## config.mk

```make
export PLATFORM = sky130hd
export DESIGN_NAME = vpo_top
export DESIGN_NICKNAME = d
export VERILOG_FILES = /design/src/vpo_pkg.sv /design/src/vpo_raster.sv /design/src/vpo_top.sv
export SDC_FILE = /design/constraint.sdc
export NUM_CORES = 1
export LEC_CHECK = 0
export ABC_AREA = 1
export BUFFER_PORTS_ARGS = -buffer_cell sky130_fd_sc_hd__buf_2
export CORE_ASPECT_RATIO = 1.4
export CORE_MARGIN = 2
export CORE_UTILIZATION = 65
export CTS_CLUSTER_SIZE = 16
export DETAILED_ROUTE_END_ITERATION = 10
export PLACE_DENSITY_LB_ADDON = 0.12
export SETUP_SLACK_MARGIN = 0.2
export SLEW_MARGIN = 20
export SYNTH_ARGS = -nofsm -noshare
export SYNTH_HDL_FRONTEND = slang
export SYNTH_SLANG_ARGS = --single-unit
```

## constraint.sdc

```tcl
create_clock -name pclk -period 6.42 [get_ports pclk]
set_input_delay 1.284 -clock pclk [delete_from_list [all_inputs] [get_ports pclk]]
set_output_delay 1.284 -clock pclk [all_outputs]
set_load 0.02 [all_outputs]
```

## src/vpo_pkg.sv

```systemverilog
package vpo_pkg;

  // widths of the raster counters and the bus
  localparam int CNT_W  = 12;
  localparam int ADDR_W = 8;

  // register byte addresses
  localparam logic [ADDR_W-1:0] VPO_CTRL_OFS   = 8'h00;
  localparam logic [ADDR_W-1:0] VPO_HCROP_OFS  = 8'h04;
  localparam logic [ADDR_W-1:0] VPO_VCROP_OFS  = 8'h08;
  localparam logic [ADDR_W-1:0] VPO_DECIM_OFS  = 8'h0C;
  localparam logic [ADDR_W-1:0] VPO_VBI_OFS    = 8'h10;
  localparam logic [ADDR_W-1:0] VPO_STATUS_OFS = 8'h14;

  // control register field positions
  localparam int CTRL_PORT16   = 0;
  localparam int CTRL_EMBED    = 1;
  localparam int CTRL_VIP      = 2;
  localparam int CTRL_VBI_LO   = 3;
  localparam int CTRL_FRAMES   = 5;
  localparam int CTRL_CLK_GATE = 6;
  localparam int CTRL_W        = 7;

  // window fields: start in [11:0], length in [27:16]
  localparam int WIN_START_LO = 0;
  localparam int WIN_LEN_LO   = 16;

  // values after reset
  localparam logic [CTRL_W-1:0] CTRL_RST      = 7'h00;
  localparam logic [CNT_W-1:0]  HSTART_RST    = 12'h010;
  localparam logic [CNT_W-1:0]  HLEN_RST      = 12'h2C0;
  localparam logic [CNT_W-1:0]  VSTART_RST    = 12'h014;
  localparam logic [CNT_W-1:0]  VLEN_RST      = 12'h1C0;
  localparam logic [7:0]        DECIM_RST     = 8'h00;
  localparam logic [CNT_W-1:0]  VBI_FIRST_RST = 12'h00A;
  localparam logic [CNT_W-1:0]  VBI_COUNT_RST = 12'h00A;

  // blanking levels and timing code bytes
  localparam logic [7:0] BLANK_Y   = 8'h10;
  localparam logic [7:0] BLANK_C   = 8'h80;
  localparam logic [7:0] CODE_ONES = 8'hFF;
  localparam logic [7:0] CODE_ZERO = 8'h00;

  // blanking-data handling
  typedef enum logic [1:0] {
    VPO_VBI_OFF   = 2'b00,
    VPO_VBI_LINE  = 2'b01,
    VPO_VBI_FRAME = 2'b10
  } vpo_vbi_e;

  // one pixel offered by the decoder core
  typedef struct packed {
    logic [7:0] y;
    logic [7:0] cb;
    logic [7:0] cr;
    logic [7:0] vbi_a;
    logic [7:0] vbi_b;
  } vpo_pix_s;

  // raster position of the pixel being sent
  typedef struct packed {
    logic [CNT_W-1:0] h;
    logic [CNT_W-1:0] v;
    logic             field;
  } vpo_pos_s;

endpackage

```

## src/vpo_raster.sv

```systemverilog
`timescale 1ns/100ps
`default_nettype none
// free-running line and field counters, advanced once per pixel
module vpo_raster
  import vpo_pkg::*;
#(
  parameter int H_TOTAL = 800,
  parameter int V_TOTAL = 500
) (
  // clock and reset
  input  wire logic pclk,
  input  wire logic presetn,
  // pixel advance
  input  wire logic adv,
  // current position
  output vpo_pos_s  pos
);

  localparam logic [CNT_W-1:0] H_LAST = CNT_W'(H_TOTAL - 1);
  localparam logic [CNT_W-1:0] V_LAST = CNT_W'(V_TOTAL - 1);

  wire logic end_line  = (pos.h == H_LAST);
  wire logic end_field = end_line && (pos.v == V_LAST);

  // counters keep running in every mode so blanking timing never stops
  always_ff @(posedge pclk or negedge presetn) begin
    if (!presetn) begin
      pos <= '0;
    end else if (adv) begin
      pos.h <= end_line ? '0 : pos.h + 1'b1;
      if (end_line) begin
        pos.v <= end_field ? '0 : pos.v + 1'b1;
      end
      if (end_field) begin
        pos.field <= ~pos.field;
      end
    end
  end

endmodule
`default_nettype wire

```

## src/vpo_top.sv

```systemverilog
// Decided for this implementation: the address map and the APB slave port.
`timescale 1ns/100ps
`default_nettype none
// Summary of operation
// - 4:2:2 stream, port 8 or 16 bits
// - 8-bit: chroma byte then luma byte
// - 8-bit: two sample clocks per pixel
// - blanking pixels sent; clocked per mode
// - out-of-range codes mark active, line, field
// - two code formats selectable
// - crop window drives active flag
// - drop fields or frames at intervals
// - VBI line mode: raw data on chosen lines
// - VBI frame mode: every line raw data
// - VIP: raw samples, task bit on VBI lines
// - VIP: protection bits zero, no ancillary
// - VIP enable picks code behaviour
// - output clock inverted, gated, rate per mode
// - 16-bit luma high, chroma low; else low off
// - valid alone marks captured pixels, VBI lines too
module vpo_top
  import vpo_pkg::*;
#(
  parameter int H_TOTAL = 800,
  parameter int V_TOTAL = 500
) (
  // clock and reset
  input  wire logic              pclk,
  input  wire logic              presetn,
  // apb slave
  input  wire logic              psel,
  input  wire logic              penable,
  input  wire logic              pwrite,
  input  wire logic [ADDR_W-1:0] paddr,
  input  wire logic [31:0]       pwdata,
  output logic      [31:0]       prdata,
  output logic                   pready,
  output logic                   pslverr,
  // sample clock pin
  input  wire logic              full_rate_sample_clock,
  // pixels from the decoder core
  input  wire vpo_pix_s          pix_in,
  output logic                   pix_take,
  // pixel port pins
  output logic      [7:0]        upper_video_byte,
  output logic      [7:0]        lower_video_byte,
  output logic                   lower_video_byte_oe,
  output logic                   gated_output_clock,
  output logic                   half_rate_pixel_clock,
  output logic                   line_start_strobe_n,
  output logic                   field_start_strobe_n,
  output logic                   active_region,
  output logic                   vertical_active,
  output logic                   valid_pixel,
  output logic                   even_field,
  output logic                   blue_chroma_phase_flag
);

  // true when x lies in [start, start+len)
  // one spare bit keeps columns left of start from wrapping into the window
  function automatic logic in_win(input logic [CNT_W-1:0] x, input logic [CNT_W-1:0] start,
                                  input logic [CNT_W-1:0] len);
    logic [CNT_W:0] rel;
    rel = {1'b0, x} - {1'b0, start};
    in_win = !rel[CNT_W] && (rel < {1'b0, len});
  endfunction

  // software settings and live decimation state
  logic [CTRL_W-1:0] ctrl;
  logic [CNT_W-1:0]  hstart;
  logic [CNT_W-1:0]  hlen;
  logic [CNT_W-1:0]  vstart;
  logic [CNT_W-1:0]  vlen;
  logic [7:0]        decim;
  logic [CNT_W-1:0]  vbi_first;
  logic [CNT_W-1:0]  vbi_count;
  logic              drop_now;
  vpo_pos_s          pos;

  // control register fields
  wire logic     port16   = ctrl[CTRL_PORT16];
  wire logic     embed_en = ctrl[CTRL_EMBED];
  wire logic     vip_mode_enable = ctrl[CTRL_VIP];
  wire vpo_vbi_e vbi_mode = vpo_vbi_e'(ctrl[CTRL_VBI_LO +: 2]);
  wire logic     frames   = ctrl[CTRL_FRAMES];
  wire logic     clk_gate = ctrl[CTRL_CLK_GATE];

  // address decode; zero wait states so pready is tied high
  wire logic acc      = psel && penable;
  wire logic hit_ctrl = (paddr == VPO_CTRL_OFS);
  wire logic hit_h    = (paddr == VPO_HCROP_OFS);
  wire logic hit_v    = (paddr == VPO_VCROP_OFS);
  wire logic hit_dec  = (paddr == VPO_DECIM_OFS);
  wire logic hit_vbi  = (paddr == VPO_VBI_OFS);
  wire logic hit_stat = (paddr == VPO_STATUS_OFS);
  wire logic hit_any  = hit_ctrl | hit_h | hit_v | hit_dec | hit_vbi | hit_stat;
  wire logic wr       = acc && pwrite;

  // every register answers at once, so no transfer is ever stretched
  assign pready  = 1'b1;
  assign pslverr = acc && !hit_any; // unmapped address answers with an error

  // read mux; status shows live raster and decimation state
  wire logic [31:0] rd_status = {17'h0, port16, drop_now, pos.field, pos.v};
  assign prdata = hit_ctrl ? {25'h0, ctrl} :
                  hit_h    ? {4'h0, hlen, 4'h0, hstart} :
                  hit_v    ? {4'h0, vlen, 4'h0, vstart} :
                  hit_dec  ? {24'h0, decim} :
                  hit_vbi  ? {4'h0, vbi_count, 4'h0, vbi_first} :
                  hit_stat ? rd_status : 32'h0;

  // register writes; the status word is read only
  always_ff @(posedge pclk or negedge presetn) begin
    if (!presetn) begin
      ctrl      <= CTRL_RST;
      hstart    <= HSTART_RST;
      hlen      <= HLEN_RST;
      vstart    <= VSTART_RST;
      vlen      <= VLEN_RST;
      decim     <= DECIM_RST;
      vbi_first <= VBI_FIRST_RST;
      vbi_count <= VBI_COUNT_RST;
    end else if (wr) begin
      if (hit_ctrl) ctrl <= pwdata[CTRL_W-1:0];
      if (hit_h) begin
        hstart <= pwdata[WIN_START_LO +: CNT_W];
        hlen   <= pwdata[WIN_LEN_LO +: CNT_W];
      end
      if (hit_v) begin
        vstart <= pwdata[WIN_START_LO +: CNT_W];
        vlen   <= pwdata[WIN_LEN_LO +: CNT_W];
      end
      if (hit_dec) decim <= pwdata[7:0];
      if (hit_vbi) begin
        vbi_first <= pwdata[WIN_START_LO +: CNT_W];
        vbi_count <= pwdata[WIN_LEN_LO +: CNT_W];
      end
    end
  end

  // sample clock pin
  // synchroniser stages, settled level and the divided clock
  logic [2:0] clk_sync;
  logic       clk_lvl;
  logic       half_clk;

  // three flops; a level counts only once the last two agree
  always_ff @(posedge pclk or negedge presetn) begin
    if (!presetn) begin
      clk_sync <= 3'h0;
      clk_lvl  <= 1'b0;
    end else begin
      clk_sync <= {clk_sync[1:0], full_rate_sample_clock};
      if (clk_sync[1] == clk_sync[2]) clk_lvl <= clk_sync[2];
    end
  end

  wire logic fr_tick  = !clk_lvl && clk_sync[1] && clk_sync[2];
  wire logic pix_tick = fr_tick && !half_clk; // one pixel per two sample clock rises
  wire logic byte2    = fr_tick && half_clk;  // second byte slot of the pixel

  // half-rate clock divided from the sampled full-rate clock
  // its phase is fixed by the first rise detected after reset
  always_ff @(posedge pclk or negedge presetn) begin
    if (!presetn) begin
      half_clk <= 1'b0;
    end else if (fr_tick) begin
      half_clk <= !half_clk;
    end
  end

  // raster position advances once per pixel tick
  vpo_raster #(
    .H_TOTAL (H_TOTAL),
    .V_TOTAL (V_TOTAL)
  ) u_raster (
    .pclk    (pclk),
    .presetn (presetn),
    .adv     (pix_tick),
    .pos     (pos)
  );

  // the core must offer the next pixel in the tick cycle
  assign pix_take = pix_tick;

  // region decode
  // windows are assumed not to run past the counter's end
  wire logic [CNT_W-1:0] hend = hstart + hlen;
  wire logic h_act   = in_win(pos.h, hstart, hlen);
  wire logic v_act   = in_win(pos.v, vstart, vlen);
  wire logic vbi_sel = in_win(pos.v, vbi_first, vbi_count);
  wire logic vbi_line = (vbi_mode == VPO_VBI_FRAME) ||
                        ((vbi_mode == VPO_VBI_LINE) && vbi_sel);
  wire logic img_line = v_act && !vbi_line; // frame mode leaves no image line

  // code slots sit just before and just after the active window
  wire logic sav0  = (pos.h == hstart - 12'h002);
  wire logic sav1  = (pos.h == hstart - 12'h001);
  wire logic eav0  = (pos.h == hend);
  wire logic eav1  = (pos.h == hend + 12'h001);
  wire logic code0 = embed_en && (sav0 || eav0);
  wire logic code1 = embed_en && (sav1 || eav1);

  // status byte: VIP keeps task bit and zero protection, other format hamming
  wire logic cf = pos.field;
  wire logic cv = !v_act;
  wire logic ch = eav1;
  wire logic [7:0] xy_vip = {vbi_line, cf, cv, ch, 4'h0};
  wire logic [7:0] xy_std = {1'b1, cf, cv, ch, cv ^ ch, cf ^ ch, cf ^ cv, cf ^ cv ^ ch};
  wire logic [7:0] xy     = vip_mode_enable ? xy_vip : xy_std;

  // Cb on even pixel numbers so every line starts with Cb
  wire logic cb_phase = !pos.h[0];
  wire logic [7:0] chroma = cb_phase ? pix_in.cb : pix_in.cr;

  // byte selection; codes win over data, raw VBI over image
  wire logic [7:0] next_c = code0 ? CODE_ONES :
                            code1 ? CODE_ZERO :
                            (h_act && vbi_line) ? pix_in.vbi_a :
                            (h_act && img_line) ? chroma : BLANK_C;
  wire logic [7:0] next_y = code0 ? CODE_ZERO :
                            code1 ? xy :
                            (h_act && vbi_line) ? pix_in.vbi_b :
                            (h_act && img_line) ? pix_in.y : BLANK_Y;

  // dropped units raise no valid; blanking and codes carry on
  wire logic next_valid = h_act && (img_line || vbi_line) && !drop_now && !code0 && !code1;
  wire logic next_line_n  = !(pos.h == '0);
  wire logic next_field_n = !((pos.h == '0) && (pos.v == '0));

  // temporal decimation
  // lowering decim mid-count can delay the next drop by up to 256 units
  logic [7:0] dec_cnt;
  wire logic unit_start = pix_tick && !next_field_n && (!frames || !pos.field);
  wire logic dec_last   = (dec_cnt == decim - 8'h01);
  wire logic [7:0] next_dec_cnt = (decim == 8'h00 || dec_last) ? 8'h00 : dec_cnt + 8'h01;

  // one unit out of every decim is dropped; zero disables it
  always_ff @(posedge pclk or negedge presetn) begin
    if (!presetn) begin
      dec_cnt  <= 8'h00;
      drop_now <= 1'b0;
    end else if (unit_start) begin
      dec_cnt  <= next_dec_cnt;
      drop_now <= (decim != 8'h00) && dec_last;
    end
  end

  // output port
  // luma kept for the second byte slot of 8-bit mode
  logic [7:0] held_y;

  // 16-bit: luma high, chroma low; 8-bit: chroma then luma on the high byte
  always_ff @(posedge pclk or negedge presetn) begin
    if (!presetn) begin
      upper_video_byte <= 8'h00;
      lower_video_byte <= 8'h00;
      held_y           <= 8'h00;
    end else if (pix_tick) begin
      upper_video_byte <= port16 ? next_y : next_c;
      lower_video_byte <= port16 ? next_c : 8'h00;
      held_y           <= next_y;
    end else if (byte2 && !port16) begin
      upper_video_byte <= held_y;
    end
  end

  // flags change only at pixel boundaries so they align with both bytes
  // a crop change mid-line applies from the next pixel and may cut that line
  always_ff @(posedge pclk or negedge presetn) begin
    if (!presetn) begin
      active_region          <= 1'b0;
      vertical_active        <= 1'b0;
      valid_pixel            <= 1'b0;
      even_field             <= 1'b0;
      blue_chroma_phase_flag <= 1'b0;
      line_start_strobe_n    <= 1'b1;
      field_start_strobe_n   <= 1'b1;
    end else if (pix_tick) begin
      active_region          <= h_act && v_act;
      vertical_active        <= v_act;
      valid_pixel            <= next_valid;
      even_field             <= pos.field;
      blue_chroma_phase_flag <= cb_phase;
      line_start_strobe_n    <= next_line_n;
      field_start_strobe_n   <= next_field_n;
    end
  end

  // low byte is released in 8-bit mode
  assign lower_video_byte_oe = port16;

  // clock out is inverted so data changes on its falling edge; gating optional
  // gating saves edges, but then no blanking or strobes reach the receiver
  wire logic gate = !clk_gate || valid_pixel;
  assign gated_output_clock    = gate && (port16 ? !half_clk : !clk_lvl);
  assign half_rate_pixel_clock = half_clk;

endmodule
`default_nettype wire

```

== Word-level counts from Yosys, hierarchy flattened ==
Index checks and enable logic that the tools add are counted.
Word-level totals
  word-level logic and storage cells: 155
  flip-flop bits (word level): 157
Operators by class
  bitwise gates (word level): 10
  equality and inequality tests: 15
  reduce and logical (&&, ||, !) cells: 66
  $add $sub $neg: 11
  mux-type cells: 24
  $lt $le $gt $ge: 3
Operators with widths (count)
  two-way mux 28 bit: 5
  two-way mux 8 bit: 15
  == test 12 bit: 4
  < comparator 13 x 12 -> 1 bit: 3
  subtractor 12 x 12 -> 13 bit: 3
  adder 12 x 1 -> 12 bit (second input constant): 3
  logical AND 1 bit: 28
  zero test 12 bit: 2
  two-way mux 12 bit: 2
  zero test 1 bit: 18
  == test 8 x 4 -> 1 bit (second input constant): 2
  == test 8 x 5 -> 1 bit (second input constant): 2
  zero test 8 bit: 2
  two-way mux 15 bit: 1
  AND reduction 2 bit: 7
  adder 12 bit: 1
  == test 12 x 10 -> 1 bit (second input constant): 1
  == test 12 x 9 -> 1 bit (second input constant): 1
  subtractor 12 x 1 -> 12 bit (second input constant): 1
  subtractor 12 x 2 -> 12 bit (second input constant): 1
  adder 8 x 1 -> 8 bit (second input constant): 1
  == test 8 x 3 -> 1 bit (second input constant): 1
  == test 8 bit: 1
  nonzero test 8 bit: 1
  other kinds (10): 23

== Logic depth before layout (Yosys ltp) ==
  depth in word-level cells: 14
  gate-level depth with buffers: 37

== By module ==
Synthesis repeated with hierarchy kept, for this count alone.
Second synthesis, totals
  cell total of the unflattened synthesis: 1884
  area total of the unflattened synthesis: 12851.1 um^2
Modules (own cells, without submodules)
  vpo_top: times used 1, area each 11309.6 um^2, cells an instance 1662
  vpo_raster: times used 1, area each 1541.5 um^2, cells an instance 222

== Worst setup path after synthesis ==
OpenSTA, ideal clock, no wires.
  kind: input -> output
  start point: in paddr[7]
  end point: out prdata[7]
  required time: 5.136 ns
  data arrival time: 2.850 ns
  stages on the path: 9
  setup slack: 2.286 ns
  cells stage by stage: nor2_1 > inv_1 > nor3_1 > inv_1 > nor4_2 > inv_1 > o22ai_1 > nor3_1 > a21oi_1
On the way
  longest elaborated chain between the ends: 7
  elaborated cells between the ends (all ways): 12
  classes of those cells: 5 x eq/ne; 6 x mux; 1 x reduce/logical
Ends and longest elaborated chain
  start: declaration: line vpo_top.sv:34  | input wire logic [ADDR_W-1:0] paddr,
  == test 8 x 5 -> 1 bit: line vpo_top.sv:95  | wire logic hit_stat = (paddr == VPO_STATUS_OFS);
  two-way mux 15 bit: line vpo_top.sv:110  | hit_stat ? rd_status : 32'h0;
  two-way mux 28 bit: line vpo_top.sv:109  | hit_vbi ? {4'h0, vbi_count, 4'h0, vbi_first} :
  two-way mux 28 bit: line vpo_top.sv:108  | hit_dec ? {24'h0, decim} :
  two-way mux 28 bit: line vpo_top.sv:107  | hit_v ? {4'h0, vlen, 4'h0, vstart} :
  two-way mux 28 bit: line vpo_top.sv:106  | hit_h ? {4'h0, hlen, 4'h0, hstart} :
  two-way mux 28 bit *: line vpo_top.sv:105  | assign prdata = hit_ctrl ? {25'h0, ctrl} :
  end: declaration: line vpo_top.sv:36  | output logic [31:0] prdata,
Every way passes the cells marked *; elsewhere a longest branch is shown, timed or not.

== Final worst setup path ==
  start point: in paddr[7]
  end point: out prdata[2]
The elaborated chain is that of the path after synthesis.

==> summary.txt <==
Worst setup path
  • Type of origin of the critical path: input port
  • FF-to-FF End: upper_video_byte[6]
  • Worst R2R Start: u_raster.pos[1]
  • Worst setup EP type: output port
  • WS Path Type: input port to output port
  • Crit path capture: prdata[2]
  • CP Launch Point: paddr[7]
  • Max Fanout on Critical Path: 17
  • CP Data Arrival Time: 3790 ps
  • R2r setup slk: approximately 1700 ps
  • CP required: 5140 ps
  • Number of cells on the worst reg-to-reg path: 28

Finish
  • Layout area overhead: 11.4%
  • Final net count: approximately 2100
  • Fin cells: 2177
  • Layout cell share with drive strength beyond 1: 14.0%
  • Fill cell count: 1634
  • # diodes: 0

Placement
  • # port buffers: 132
  • Final GP Congestion: approximately 0.99
  • Placed instance count: between 2000 and 2500
  • Post-DP HPWL: 29200 um

Yosys
  • Avg Cell Area, Syn: around 7.0 um^2
  • Distinct cell type count of the synthesized netlist: 56
  • Syn. warnings: 0
  • XOR/XNOR Fraction of Synth Area: under 10%
  • Top_reg_cell synth: dfrtp_1
  • Synth Area in Adders: around a tenth
  • Post-synth EDFFs: 0
  • Synthesis-stage register bit count: 157
  • Register area share after synthesis: a little under a third
  • Compound-cell area share of the yosys netlist: 13.1%
  • Ys async rst share: 100%
  • Post-synthesis mux area share: 0%
  • Synth Instances: 1803
  • Simple-gate portion of the synthesized area: 29.1%
  • Post-Synthesis Cell Area: ~13000 um^2
  • Area leader, netlist: dfrtp_1
  • Top cells by area, synth: dfrtp_1 28%, nand2_1 14%, ha_1 8.9%
  • Yosys top cell area share: 28.2%
  • Largest family of logic cells by synthesized area: simple AND/OR/NAND/NOR gates

Floorplan
  • Starting density of the core: approximately 66%
  • Site Rows: 60
  • Core region area: 19100 um^2
  • Num ports: between 100 and 150
  • Die Y: roughly 170 um
  • Die ar.: 20500 um^2
  • Die X: 122 um

Power
  • Tot Pwr: 3.35 mW
  • Max VDD drop: 0.186 mV
  • LEAKAGE: 7.42 nW
  • Power Dens Cells: 238 nW/um^2

CTS
  • CTS H-tree lvls: 4
  • Clk root buf: clkbuf_16
  • Clock Path Buffers: 2
  • Post-cts sizing count: 0
  • Post-CTS Setup Inserts: 0
  • Clock latency at the later pin of the worst-skew pair: about 450 ps
  • Sink Count: around 160
  • Clock edge transition at the registers on the reported setup and hold paths: 70 ps
  • Clock tree from TritonCTS: built
  • Post-CTS Hold Buffers: 0
  • Inserted Clock Buffers: 17

Drt
  • DR vias: 12412
  • Number of DRC markers in iteration 0: 1104
  • DRC viols: 0
  • Via-per-instance ratio: 5.70
  • Post-DRT Antenna Nets: 0
  • DR WL/cell: between 15 and 20 um
  • Drt total wl: 38000 um
  • Drt pass-1 iters: 5

Timing
  • RSZ-0062 raised after global routing: false
  • Setup Total Neg Slack: 0 ps
  • Fin. Hold Viols: 0
  • Final min period: 5070 ps
  • Final Max Tran Viols: 0
  • Period utilization: 79.0%
  • Fmax: 197 MHz
  • Rel. slew slack: 27.1%
  • Worst Tran Pin Value: 1090 ps
  • Worst Skew: 10.7 ps
  • Final setup fails: 0

Global route
  • Initial antenna violation count: 0
  • Vias in the first global route: 11762
  • GR Overflow Total: 0
  • GRT Total Usage: 37.6%
  • First-pass GRT wire length: 59700 um
  • Largest net degree at the start of global routing: 102

Status
  • Outcome: completed

Job
  • Max-Cap Viols: 0

Min path
  • Hold Crit Class: register to register
## sequential cells by signal, indices dropped and copies added, names as in the netlist, 3 cells and up
| name | flops |
|---|---|
| held_y | 8 |
| upper_video_byte | 8 |
| decim | 8 |
| clk_sync | 3 |
| vbi_first | 12 |
| vlen | 12 |
| hstart | 12 |
| vbi_count | 12 |
| dec_cnt | 8 |
| ctrl | 7 |
| u_raster.pos | 25 |
| vstart | 12 |
| lower_video_byte | 8 |
| hlen | 12 |
## cell families after synthesis
family / after synthesis
buffers and inverters: 352
adders and majority gates: 94
xor gates and xnor gates: 85
DFF: 157
AOI/OAI and AO/OA: 287
and+or+nand+nor: 826
other: 2
## critical path: stages
cell,delay [ps]
buf_2,80
nor2_1,40
inv_1,50
nor3_1,70
nand2_1,90
nor2_1,40
nand2_1,340
clkinv_1,690
a221oi_1,580
o221ai_1,270
buf_2,240
## layout make-up
type | count | area (um^2) | share of cell area (%)
clock buffer | 19 | 443 | 3.16
multi-input combinational | 1298 | 7310 | 52.1
tap | 248 | 310 | 2.21
sequential | 157 | 3950 | 28.1
inverter | 303 | 1140 | 8.16
timing repair buffer | 139 | 719 | 5.13
clock inverter | 13 | 165 | 1.18
## layout by cell type, fill, tap and decap left out, types with 28 or more instances in the layout
master	count
xor2_1	57
nand2_1	476
nor2_1	114
buf_2	131
a21oi_1	62
nand3_1	83
o21ai_0	138
inv_1	285
nor3_1	39
ha_1	90
dfrtp_1	142
nand2_2	28
## layer usage
layer | vias up | GRT usage (%) | share of wire, % | routed length, um
met4 | 0 | 20.4 | 5.8 | 2190
li1 | 6018 | - | - | -
met1 | 5791 | 44.4 | 39 | 14700
met2 | 474 | 65.1 | 50 | 18900
met5 | - | 0 | 0 | 0
met3 | 129 | 6.03 | 5.9 | 2230
## cells in the mapped netlist, types with 3 or more instances
cell type	number
nand2_4	3
o31ai_1	4
a21oi_1	62
nand3_1	83
o21ai_1	7
a221oi_1	3
xnor2_1	27
nand3_2	8
nand3b_1	7
o221ai_1	13
and2_1	3
nor4_1	11
xor2_1	57
a31oi_1	4
or2_2	4
o22ai_1	16
dfrtp_1	142
o211ai_1	4
fa_1	4
buf_2	3
a211oi_1	7
nor2_1	114
clkinv_1	6
dfstp_2	15
nor2_2	8
nor2_4	4
nand4_1	27
buf_4	7
nand2_1	476
clkbuf_1	38
a21oi_2	11
a21o_1	6
nand2_2	28
inv_2	11
o2111ai_1	6
o21ai_0	138
nor3_1	39
inv_1	285
ha_1	90
## metrics by stage
step	hold slack, ps	util (%)	setup WS (ps)	instance area (um^2)
5_1_grt	375	73.3	1230	14000
6_report	365	73.3	1350	14000
2_1_floorplan	331	-	2290	12600
3_5_place_dp	343	70.2	1480	13400
3_3_place_gp	336	70.2	1550	13400
4_1_cts	365	73.3	1470	14000
## where the power goes
group          total (mW)  switching, mW  internal, mW
Combinational        1.12          0.722         0.396
Sequential           1.15         0.0806          1.07
Clock                1.07          0.473         0.601
Total                3.35           1.28          2.07
## worst min path at each step
| stage | start | end | slack, ps | depth (start not counted) |
|---|---|---|---|---|
| floorplan | clk_sync[0] | clk_sync[1] | 330 | 0 |
| global placement | clk_sync[0] | clk_sync[1] | 340 | 0 |
| detailed placement | clk_sync[0] | clk_sync[1] | 340 | 0 |
| CTS | clk_sync[0] | clk_sync[1] | 370 | 0 |
| global route | clk_sync[0] | clk_sync[1] | 380 | 0 |
| finish | clk_sync[0] | clk_sync[1] | 370 | 0 |
Power figures use the tool's default switching activity.
